### config.mk
export PLATFORM = sky130hd
export DESIGN_NAME = fat_monitor
export DESIGN_NICKNAME = d
export VERILOG_FILES = /design/src/fat_pkg.sv /design/src/fat_monitor.sv
export SDC_FILE = /design/constraint.sdc
export NUM_CORES = 1
export LEC_CHECK = 0
export BUFFER_PORTS_ARGS = -buffer_cell sky130_fd_sc_hd__buf_2
export CAP_MARGIN = 40
export CORE_MARGIN = 4
export CORE_UTILIZATION = 60
export CTS_CLUSTER_DIAMETER = 200
export DETAILED_ROUTE_END_ITERATION = 8
export PLACE_DENSITY = 0.81
export RECOVER_POWER = 25
export SYNTH_ARGS = -nofsm -noshare
export SYNTH_HDL_FRONTEND = slang
export SYNTH_SLANG_ARGS = --single-unit
### constraint.sdc
create_clock -name I_CLK -period 5.48 [get_ports I_CLK]
set_input_delay 0.274 -clock I_CLK [delete_from_list [all_inputs] [get_ports I_CLK]]
set_output_delay 0.274 -clock I_CLK [all_outputs]
set_load 0.02 [all_outputs]
### src/fat_pkg.sv
// Constants, field layout and types for the flow monitor
package fat_pkg;

  // Timing: one-second tick and second-based intervals
  localparam int CLK_PERIOD_NS = 100;
  localparam int SECOND_NS     = 1_000_000_000;
  localparam int TICK_CYCLES   = SECOND_NS / CLK_PERIOD_NS;
  localparam int BANNER_S      = 2;
  localparam int ALT_S         = 2;
  localparam int WARMUP_MIN    = 6;
  localparam int WARMUP_S      = WARMUP_MIN * 60;
  localparam int SEC_PER_MIN   = 60;

  // Limits
  localparam int UNIT_MAX   = 22;
  localparam int GAS_TABLES = 10;
  localparam int DELAY_MAX  = 3600;

  // Register offsets
  localparam logic [7:0] REG_UNIT   = 8'h00;
  localparam logic [7:0] REG_GAS    = 8'h04;
  localparam logic [7:0] REG_TCTRL  = 8'h08;
  localparam logic [7:0] REG_TSTART = 8'h0c;
  localparam logic [7:0] REG_TSTOP  = 8'h10;
  localparam logic [7:0] REG_TOTAL  = 8'h14;
  localparam logic [7:0] REG_ACTRL  = 8'h18;
  localparam logic [7:0] REG_ALOW   = 8'h1c;
  localparam logic [7:0] REG_AHIGH  = 8'h20;
  localparam logic [7:0] REG_ADELAY = 8'h24;
  localparam logic [7:0] REG_RELAY  = 8'h28;
  localparam logic [7:0] REG_STATUS = 8'h2c;

  // Field positions
  localparam int TUNIT_LSB  = 8;
  localparam int UNCAL_BIT  = 8;
  localparam int TEN_BIT    = 0;
  localparam int TCLR_BIT   = 1;
  localparam int AEN_BIT    = 0;
  localparam int LATCH_LSB  = 1;
  localparam int RLY_STRIDE = 4;

  // Reset values
  localparam logic [4:0]  UNIT_RST  = 5'h00;
  localparam logic [3:0]  GAS_RST   = 4'h0;
  localparam logic [15:0] LOW_RST   = 16'h0000;
  localparam logic [15:0] HIGH_RST  = 16'h03e8;
  localparam logic [11:0] DELAY_RST = 12'h000;

  typedef enum logic [1:0] {SCR_BANNER1, SCR_BANNER2, SCR_MAIN} fat_screen_e;
  typedef enum logic [2:0] {
    ASG_NONE, ASG_TOTAL, ASG_HIGH, ASG_LOW, ASG_RANGE, ASG_MANUAL
  } fat_asg_e;
  typedef enum logic [3:0] {
    TU_PCT_S, TU_ML, TU_LTR, TU_M3, TU_FT3, TU_G, TU_KG, TU_LB, TU_USER
  } fat_tunit_e;

  // Totalizer unit paired with a rate unit code
  function automatic fat_tunit_e fat_tunit_of(input logic [4:0] u);
    int q;
    q = (int'(u) + 2) / 3;
    if (u == 5'(UNIT_MAX)) return TU_USER;
    return fat_tunit_e'(4'(q));
  endfunction

endpackage

### src/fat_monitor.sv
// Flow alarm, totalizer, warm-up and display sequencing monitor
//
// Contract
// - Banner one, banner two, two seconds each, then main
// - Main screen: rate unit, total and unit
// - Amber status light during six-minute warm-up
// - Green status light after warm-up ends
// - Diagnostic warm-up countdown alternates every two seconds
// - Rate unit codes 0..22, readable and writable
// - Rate unit change switches paired totalizer unit
// - Ten gas tables, read and select
// - Uncalibrated table reported as uncalibrated
// - Totalizer clear, start, stop, enable, read
// - No accumulation below start threshold
// - Stop value zero disables stop action
// - Action true when total equals stop
// - Disabled alarm raises no conditions
// - Below low or above high is alarm
// - Alarm after condition persists for delay
// - Two-bit latch mode, one bit per relay
// - Assigned relays energize on their condition
// - Unlatched alarm shown only while condition holds
// - All alarm settings and status readable
// - Six relay assignments incl. manual
`timescale 1ns/10ps
`default_nettype none

module fat_monitor
  import fat_pkg::*;
#(
  parameter int FLOW_W   = 16,
  parameter int TOT_W    = 32,
  parameter int TICK_CYC = TICK_CYCLES
) (
  input  wire logic              I_CLK,
  input  wire logic              I_RESETN,
  input  wire logic              I_CE,
  input  wire logic [7:0]        I_ADDR,
  input  wire logic [31:0]       I_WDATA,
  input  wire logic              I_WR,
  input  wire logic              I_RD,
  output logic      [31:0]       O_RDATA,
  input  wire logic [FLOW_W-1:0] I_FLOW_PCT,
  input  wire logic [FLOW_W-1:0] I_FLOW_RATE,
  input  wire logic [9:0]        I_GAS_VALID,
  input  wire logic              I_BUTTON,
  input  wire logic              I_DIAG_EN,
  output var fat_screen_e        O_SCREEN,
  output logic [4:0]             O_RATE_UNIT,
  output var fat_tunit_e         O_TOT_UNIT,
  output logic [TOT_W-1:0]       O_TOTAL,
  output logic [3:0]             O_GAS_TABLE,
  output logic                   O_GAS_UNCAL,
  output logic                   O_LINE2_WARM,
  output logic [2:0]             O_WARM_MIN,
  output logic [5:0]             O_WARM_SEC,
  output logic                   O_LED_AMBER,
  output logic                   O_LED_GREEN,
  output logic                   O_ALARM_LO,
  output logic                   O_ALARM_HI,
  output logic                   O_TOT_REACHED,
  output logic [1:0]             O_RELAY
);

  logic [$clog2(TICK_CYC)-1:0] tick_cnt;
  logic                        tick;
  logic [1:0]                  bn_cnt;
  logic [1:0]                  alt_cnt;
  logic                        alt_phase;
  logic [8:0]                  warm_left;
  logic                        tot_en;
  logic [FLOW_W-1:0]           tot_start;
  logic [TOT_W-1:0]            tot_stop;
  logic                        alm_en;
  logic [1:0]                  latch_mode;
  logic [FLOW_W-1:0]           alm_low;
  logic [FLOW_W-1:0]           alm_high;
  logic [11:0]                 alm_delay;
  fat_asg_e                    rly_asg [2];
  logic                        rly_latch [2];
  logic [11:0]                 alm_cnt [2];
  logic [1:0]                  raw;
  logic [1:0]                  ind;
  logic [1:0]                  rly_cond;
  logic                        in_range;
  logic                        wr_unit;
  logic                        tot_clr;
  logic                        tot_hit;

  // One-second tick from the system clock
  always_ff @(posedge I_CLK) begin
    if (!I_RESETN) begin
      tick_cnt <= '0;
      tick     <= 1'b0;
    end else if (I_CE) begin
      tick <= (tick_cnt == ($clog2(TICK_CYC))'(TICK_CYC - 1));
      if (tick_cnt == ($clog2(TICK_CYC))'(TICK_CYC - 1)) begin
        tick_cnt <= '0;
      end else begin
        tick_cnt <= tick_cnt + 1'b1;
      end
    end
  end

  // Power-up banner sequence
  always_ff @(posedge I_CLK) begin
    if (!I_RESETN) begin
      O_SCREEN <= SCR_BANNER1;
      bn_cnt   <= 2'h0;
    end else if (I_CE && tick && O_SCREEN != SCR_MAIN) begin
      if (bn_cnt == 2'(BANNER_S - 1)) begin
        bn_cnt <= 2'h0;
        case (O_SCREEN)
          SCR_BANNER1: O_SCREEN <= SCR_BANNER2;
          SCR_BANNER2: O_SCREEN <= SCR_MAIN;
          default:     O_SCREEN <= SCR_MAIN;
        endcase
      end else begin
        bn_cnt <= bn_cnt + 1'b1;
      end
    end
  end

  // Warm-up countdown, status light and line-two alternation
  always_ff @(posedge I_CLK) begin
    if (!I_RESETN) begin
      warm_left    <= 9'(WARMUP_S);
      alt_cnt      <= 2'h0;
      alt_phase    <= 1'b0;
      O_LED_AMBER  <= 1'b1;
      O_LED_GREEN  <= 1'b0;
      O_LINE2_WARM <= 1'b0;
      O_WARM_MIN   <= 3'h0;
      O_WARM_SEC   <= 6'h00;
    end else if (I_CE) begin
      if (tick && warm_left != 9'h000) begin
        warm_left <= warm_left - 1'b1;
      end
      if (tick) begin
        alt_cnt <= (alt_cnt == 2'(ALT_S - 1)) ? 2'h0 : alt_cnt + 1'b1;
        if (alt_cnt == 2'(ALT_S - 1)) begin
          alt_phase <= ~alt_phase;
        end
      end
      O_LED_AMBER  <= (warm_left != 9'h000);
      O_LED_GREEN  <= (warm_left == 9'h000);
      O_LINE2_WARM <= I_DIAG_EN && warm_left != 9'h000 && !alt_phase;
      O_WARM_MIN   <= 3'(warm_left / 9'(SEC_PER_MIN));
      O_WARM_SEC   <= 6'(warm_left % 9'(SEC_PER_MIN));
    end
  end

  // Unit and gas table settings
  assign wr_unit = I_WR && I_ADDR == REG_UNIT && I_WDATA[4:0] <= 5'(UNIT_MAX);

  always_ff @(posedge I_CLK) begin
    if (!I_RESETN) begin
      O_RATE_UNIT <= UNIT_RST;
      O_TOT_UNIT  <= fat_tunit_of(UNIT_RST);
      O_GAS_TABLE <= GAS_RST;
      O_GAS_UNCAL <= 1'b0;
    end else if (I_CE) begin
      if (wr_unit) begin
        O_RATE_UNIT <= I_WDATA[4:0];
        O_TOT_UNIT  <= fat_tunit_of(I_WDATA[4:0]);
      end
      if (I_WR && I_ADDR == REG_GAS && I_WDATA[3:0] < 4'(GAS_TABLES)) begin
        O_GAS_TABLE <= I_WDATA[3:0];
      end
      O_GAS_UNCAL <= !I_GAS_VALID[O_GAS_TABLE];
    end
  end

  // Totalizer settings
  always_ff @(posedge I_CLK) begin
    if (!I_RESETN) begin
      tot_en    <= 1'b0;
      tot_start <= '0;
      tot_stop  <= '0;
    end else if (I_CE && I_WR) begin
      case (I_ADDR)
        REG_TCTRL:  tot_en    <= I_WDATA[TEN_BIT];
        REG_TSTART: tot_start <= I_WDATA[FLOW_W-1:0];
        REG_TSTOP:  tot_stop  <= I_WDATA[TOT_W-1:0];
        default:    tot_en    <= tot_en;
      endcase
    end
  end

  // Clear by command, or by button held during power-up screens
  assign tot_clr = (I_WR && I_ADDR == REG_TCTRL && I_WDATA[TCLR_BIT])
                 || (I_BUTTON && O_SCREEN != SCR_MAIN);
  assign tot_hit = tot_stop != '0 && O_TOTAL == tot_stop;

  // Accumulation once per second at or above the start threshold
  always_ff @(posedge I_CLK) begin
    if (!I_RESETN) begin
      O_TOTAL       <= '0;
      O_TOT_REACHED <= 1'b0;
    end else if (I_CE) begin
      if (tot_clr) begin
        O_TOTAL <= '0;
      end else if (tick && tot_en && I_FLOW_PCT >= tot_start) begin
        O_TOTAL <= O_TOTAL + TOT_W'(I_FLOW_RATE);
      end
      if (tot_hit) begin
        O_TOT_REACHED <= 1'b1;
      end else if (tot_clr) begin
        O_TOT_REACHED <= 1'b0;
      end
    end
  end

  // Alarm settings
  always_ff @(posedge I_CLK) begin
    if (!I_RESETN) begin
      alm_en     <= 1'b0;
      latch_mode <= 2'h0;
      alm_low    <= FLOW_W'(LOW_RST);
      alm_high   <= FLOW_W'(HIGH_RST);
      alm_delay  <= DELAY_RST;
      rly_asg[0] <= ASG_NONE;
      rly_asg[1] <= ASG_NONE;
    end else if (I_CE && I_WR) begin
      case (I_ADDR)
        REG_ACTRL: begin
          alm_en     <= I_WDATA[AEN_BIT];
          latch_mode <= I_WDATA[LATCH_LSB+1:LATCH_LSB];
        end
        REG_ALOW:  alm_low  <= I_WDATA[FLOW_W-1:0];
        REG_AHIGH: alm_high <= I_WDATA[FLOW_W-1:0];
        REG_ADELAY: begin
          if (I_WDATA[11:0] <= 12'(DELAY_MAX) && I_WDATA[31:12] == 20'h00000) begin
            alm_delay <= I_WDATA[11:0];
          end
        end
        REG_RELAY: begin
          rly_asg[0] <= fat_asg_e'(I_WDATA[2:0]);
          rly_asg[1] <= fat_asg_e'(I_WDATA[RLY_STRIDE+2:RLY_STRIDE]);
        end
        default: alm_en <= alm_en;
      endcase
    end
  end

  // Raw limit conditions, index 0 low and 1 high
  assign raw[0]   = alm_en && I_FLOW_PCT < alm_low;
  assign raw[1]   = alm_en && I_FLOW_PCT > alm_high;
  assign in_range = alm_en && !raw[0] && !raw[1];

  // Persistence counter per alarm condition
  for (genvar k = 0; k < 2; k++) begin : g_alm
    assign ind[k] = raw[k] && alm_cnt[k] >= alm_delay;
    always_ff @(posedge I_CLK) begin
      if (!I_RESETN) begin
        alm_cnt[k] <= 12'h000;
      end else if (I_CE) begin
        if (!raw[k]) begin
          alm_cnt[k] <= 12'h000;
        end else if (tick && alm_cnt[k] < alm_delay) begin
          alm_cnt[k] <= alm_cnt[k] + 1'b1;
        end
      end
    end
  end

  // Alarm indications
  always_ff @(posedge I_CLK) begin
    if (!I_RESETN) begin
      O_ALARM_LO <= 1'b0;
      O_ALARM_HI <= 1'b0;
    end else if (I_CE) begin
      O_ALARM_LO <= ind[0];
      O_ALARM_HI <= ind[1];
    end
  end

  // Relay drive with optional latch per relay
  for (genvar r = 0; r < 2; r++) begin : g_rly
    always_comb begin
      case (rly_asg[r])
        ASG_TOTAL:  rly_cond[r] = O_TOT_REACHED;
        ASG_HIGH:   rly_cond[r] = ind[1];
        ASG_LOW:    rly_cond[r] = ind[0];
        ASG_RANGE:  rly_cond[r] = in_range;
        ASG_MANUAL: rly_cond[r] = 1'b1;
        default:    rly_cond[r] = 1'b0;
      endcase
    end
    always_ff @(posedge I_CLK) begin
      if (!I_RESETN) begin
        rly_latch[r] <= 1'b0;
        O_RELAY[r]   <= 1'b0;
      end else if (I_CE) begin
        if (!alm_en || !latch_mode[r]) begin
          rly_latch[r] <= 1'b0;
        end else if (rly_cond[r] && rly_asg[r] inside {ASG_HIGH, ASG_LOW, ASG_RANGE}) begin
          rly_latch[r] <= 1'b1;
        end
        O_RELAY[r] <= rly_cond[r] || (rly_latch[r] && alm_en && latch_mode[r]);
      end
    end
  end

  // Register read port, data valid only the cycle after the strobe
  always_ff @(posedge I_CLK) begin
    if (!I_RESETN) begin
      O_RDATA <= 32'h00000000;
    end else if (I_CE) begin
      O_RDATA <= 32'h00000000;
      if (I_RD) begin
        case (I_ADDR)
          REG_UNIT:   O_RDATA <= {20'h0, O_TOT_UNIT, 3'h0, O_RATE_UNIT};
          REG_GAS:    O_RDATA <= {23'h0, O_GAS_UNCAL, 4'h0, O_GAS_TABLE};
          REG_TCTRL:  O_RDATA <= {31'h0, tot_en};
          REG_TSTART: O_RDATA <= 32'(tot_start);
          REG_TSTOP:  O_RDATA <= 32'(tot_stop);
          REG_TOTAL:  O_RDATA <= 32'(O_TOTAL);
          REG_ACTRL:  O_RDATA <= {29'h0, latch_mode, alm_en};
          REG_ALOW:   O_RDATA <= 32'(alm_low);
          REG_AHIGH:  O_RDATA <= 32'(alm_high);
          REG_ADELAY: O_RDATA <= {20'h0, alm_delay};
          REG_RELAY:  O_RDATA <= {25'h0, rly_asg[1], 1'b0, rly_asg[0]};
          REG_STATUS: O_RDATA <= {24'h0, raw, O_RELAY, O_TOT_REACHED,
                                  O_ALARM_HI, O_ALARM_LO, O_LED_GREEN};
          default:    O_RDATA <= 32'h00000000;
        endcase
      end
    end
  end
endmodule

`default_nettype wire

==> results.sh <==
export IMPL_synthAdderAreaFrac_pct=8.701
export IMPL_reg2reg_depth=10
export IMPL_power_internal_uw=3368
export IMPL_cts_inserted_buffers=28
export IMPL_cts_setup_buffers=0
export IMPL_cts_tree="built"
export IMPL_track_usage_pct=31.87
export IMPL_max_cap_violations=1
export IMPL_cts_sinks=264
export IMPL_finClkSkew_ns=0.01156
export IMPL_floorplan_initialDensity_pct=61.66
export IMPL_pwr_share_clk_pct=45.8
export IMPL_die_w_um=166.8
export IMPL_syn_inst=1862
export IMPL_diodes=0
export IMPL_gp_congestion=0.9433
export IMPL_fin_nets=2201
export IMPL_rsz0062_at_grt="no"
export IMPL_leakage_uw=0.006415
export IMPL_postRouteAntennaNets=0
export IMPL_final_core_util_pct=70.16
export IMPL_ys_async_sr_fraction_pct=0
export IMPL_cts_path_max_buffers=3
export IMPL_antenna_found_initial=2
export IMPL_slew_limit_headroom_pct=-37.65
export IMPL_synth_most_common_cell="nand2_1"
export IMPL_drc=0
export IMPL_synth_compound_area_share_pct=19.49
export IMPL_synthMuxAreaShare_pct=2.159
export IMPL_htree_num_levels=1
export IMPL_hold_viol=0
export IMPL_setup_tns_ns=0
export IMPL_grt_pass1_wl_um=73320
export IMPL_grt_max_degree=77
export IMPL_end_kind="flip-flop"
export IMPL_nFillCells=2018
export IMPL_slowest_delay_ns=0.61
export IMPL_yosys_register_bits=264
export IMPL_hold_depth=3
export IMPL_synth_distinct_cells=89
export IMPL_max_freq_mhz=298.0
export IMPL_overflow=0
export IMPL_synth_top_family_by_area="simple AND/OR/NAND/NOR gates"
export IMPL_cp_start_kind="flip-flop"
export IMPL_critical_path_cell_chain="inv_1 -> ha_1 -> a211o_1 -> a31oi_1 -> nor3_1 -> o21a_1 -> nor2_1 -> nand2_1 -> or3_1 -> nand2_1"
export IMPL_multiInputGateArea_mm2=0.008765
export IMPL_yosysSeqAreaShare_pct=36.99
export IMPL_avgSynthCellArea_um2=8.125
export IMPL_setup_viol=0
export IMPL_die_y_um=166.8
export IMPL_critical_path_max_fanout=13
export IMPL_synth_xor_area_share_pct=6.310
export IMPL_vdd_ir_drop_max_v=0.0002574
export IMPL_synthesis_nets=2053
export IMPL_required_ns=5.66
export IMPL_synth_area_mm2=0.01513
export IMPL_numPortBuffers=185
export IMPL_ys_flop_type="dfxtp_1"
export IMPL_seq_area_mm2=0.005595
export IMPL_p_seq_share_pct=45.4
export IMPL_wirelength_um=46290
export IMPL_cpMaxStageDelayCell="or3_1"
export IMPL_switching_share_pct=23.82
export IMPL_fin_crit_sh_pct=61.23
export IMPL_switchingPower_uw=1053
export IMPL_arrival_ns=3.54
export IMPL_ios=186
export IMPL_cts_hold_buf=13
export IMPL_synth_edf_count=31
export IMPL_vias_per_cell=6.291
export IMPL_drt_iter0_markers=1659
export IMPL_outcome="finished, violations left"
export IMPL_first_pass_iters=7
export IMPL_drive_above_1_share_pct=9.596
export IMPL_area_growth_pct=13.77
export IMPL_clock_latency_ns=0.54
export IMPL_num_rows=57
export IMPL_max_slew_worst_pin_slew_ns=2.065
export IMPL_synth_top_cells_by_area="dfxtp_1 (31%), ha_1 (8.4%), nand2_1 (6.5%), a21oi_1 (6.3%), edfxtp_1 (6.2%)"
export IMPL_synth_simple_gate_area_share_pct=21.30
export IMPL_violations="max-capacitance violations, max-slew violations"
export IMPL_cts_resized=0
export IMPL_vias=14820
export IMPL_slew_violations=35
export IMPL_fin_crit_ns=3.355
export IMPL_crit_type="reg -> reg"
export IMPL_synth_top_cell_by_area="dfxtp_1"
export IMPL_hpwl_um=33520
export IMPL_powerDensity_mw_per_mm2=256.9
export IMPL_wl_per_cell_um=19.65
export IMPL_synth_top_cell_area_share_pct=30.83
export IMPL_cp_common_cell="nand2_1"
export IMPL_ys_warn_count=0
export IMPL_cts_clk_slew_worst_paths_ns=0.06
export IMPL_synthTopCellsByCount="nand2_1 (260), dfxtp_1 (233), nor2_1 (208)"
export IMPL_cts_root_buf="clkbuf_16"
export IMPL_core_area_mm2=0.02453
export IMPL_die_area_mm2=0.02782
export IMPL_hp_class="in -> reg"
export IMPL_grt_pass1_vias=14070
export IMPL_power_share_combinational_pct=8.8
[logic make-up (layout without fill, tap and decap cells)]
kind of cell | count (synthesis) | after routing
adder cells (fa/ha/maj) | 105 | 105
buffers and inverters | 195 | 365
AO/OA/AOI/OAI | 451 | 451
AND/OR/NAND/NOR | 708 | 708
multiplexers | 30 | 30
flip-flops | 264 | 264
XOR/XNOR | 109 | 109
[layer usage]
metal	vias to the layer above	GRT usage, %	wire [um]
met4	4	13.59	2178
met5	-	0	20
met1	6942	41.74	18450
met3	152	6.637	4681
li1	6919	-	-
met2	805	51.39	20960
[per-stage QoR]
step                hold WS [ns]  power (uW)  setup slack (ns)  instance area [um^2]  std cells
floorplan                 0.4100        2284             2.392                 15130       1862
global placement          0.4339        2409             1.936                 16180       2289
detailed placement        0.4447        2419             1.851                 16200       2291
CTS                     0.006595        4420             2.196                 17330       2356
global route             0.01954        4537             2.006                 17210       2356
finish                   0.01514        4421             2.125                 17210       2356
[cell usage in the layout (no fill, tap or decap), types with 6 or more instances in the layout]
cell / synthesis / layout
or3_1: 7 / 7
edfxtp_1: 31 / 31
a22o_1: 11 / 11
xnor2_1: 56 / 56
a21o_1: 22 / 22
nand2b_1: 11 / 11
a211oi_1: 16 / 16
o211ai_1: 12 / 12
mux2i_1: 27 / 27
inv_1: 95 / 95
buf_2: 18 / 98
a31oi_1: 20 / 20
clkbuf_8: 0 / 6
nand4_1: 27 / 27
o221ai_1: 6 / 6
nor2_1: 208 / 207
dfxtp_1: 233 / 233
nand2_1: 260 / 260
nand3_1: 71 / 71
a221oi_1: 14 / 14
a222oi_1: 12 / 12
clkbuf_16: 0 / 31
buf_4: 1 / 16
o21ai_0: 47 / 47
o21a_1: 7 / 7
clkbuf_1: 73 / 96
and3_1: 18 / 18
ha_1: 101 / 101
nor4_1: 24 / 24
and2_1: 13 / 13
dlygate4sd3_1: 0 / 13
a22oi_1: 38 / 38
nor3_1: 25 / 25
xor2_1: 53 / 53
a21oi_1: 190 / 190
[state kept, by name, indices dropped and copies added, names as in the netlist, 3 cells and up]
| signal | count |
|---|---|
| rly_asg | 6 |
| alm_cnt | 24 |
| O_WARM_SEC | 6 |
| warm_left | 9 |
| O_RDATA | 32 |
| alm_low | 16 |
| alm_delay | 12 |
| O_GAS_TABLE | 4 |
| O_TOTAL | 32 |
| O_RATE_UNIT | 5 |
| O_WARM_MIN | 3 |
| O_TOT_UNIT | 4 |
| tot_start | 16 |
| tot_stop | 32 |
| alm_high | 16 |
| tick_cnt | 24 |
[cell type report]
| class | instances | share of cell area, % |
|---|---|---|
| clock buffer | 46 | 5.183 |
| tap | 324 | 2.355 |
| inverter | 98 | 2.152 |
| timing repair buffer | 215 | 6.266 |
| clock inverter | 6 | 0.6106 |
| multi-input combinational | 1403 | 50.92 |
| sequential | 264 | 32.51 |
[final timing paths]
check                           endpoint  slack (ns)               startpoint
max          alm_cnt[0][9]$_SDFFCE_PN0P_        2.12  alm_low[2]$_SDFFE_PN0P_
min            tot_stop[19]$_SDFFE_PN0P_        0.02              I_WDATA[19]
max reg2reg  alm_cnt[0][9]$_SDFFCE_PN0P_        2.12  alm_low[2]$_SDFFE_PN0P_
min reg2reg       bn_cnt[1]$_SDFFE_PN0P_        0.46   bn_cnt[1]$_SDFFE_PN0P_
[power by group through the flow]
stage	sequential [uW]	combinational (uW)	clock, uW
after floorplan	2050	237	0
after global placement	2050	362	0
after detailed placement	2050	371	0
after CTS	2010	381	2030
after global routing	2010	425	2100
final	2010	388	2020
[critical path, delay by kind of cell, from the launching register on]
family,cells,cell delay (ns)
DFF,1,0.37
AOI/OAI and AO/OA,3,0.66
and+or+nand+nor,5,1.62
buffers and inverters,1,0.06
adders and majority gates,1,0.29
(Power assumes the default switching activity.)
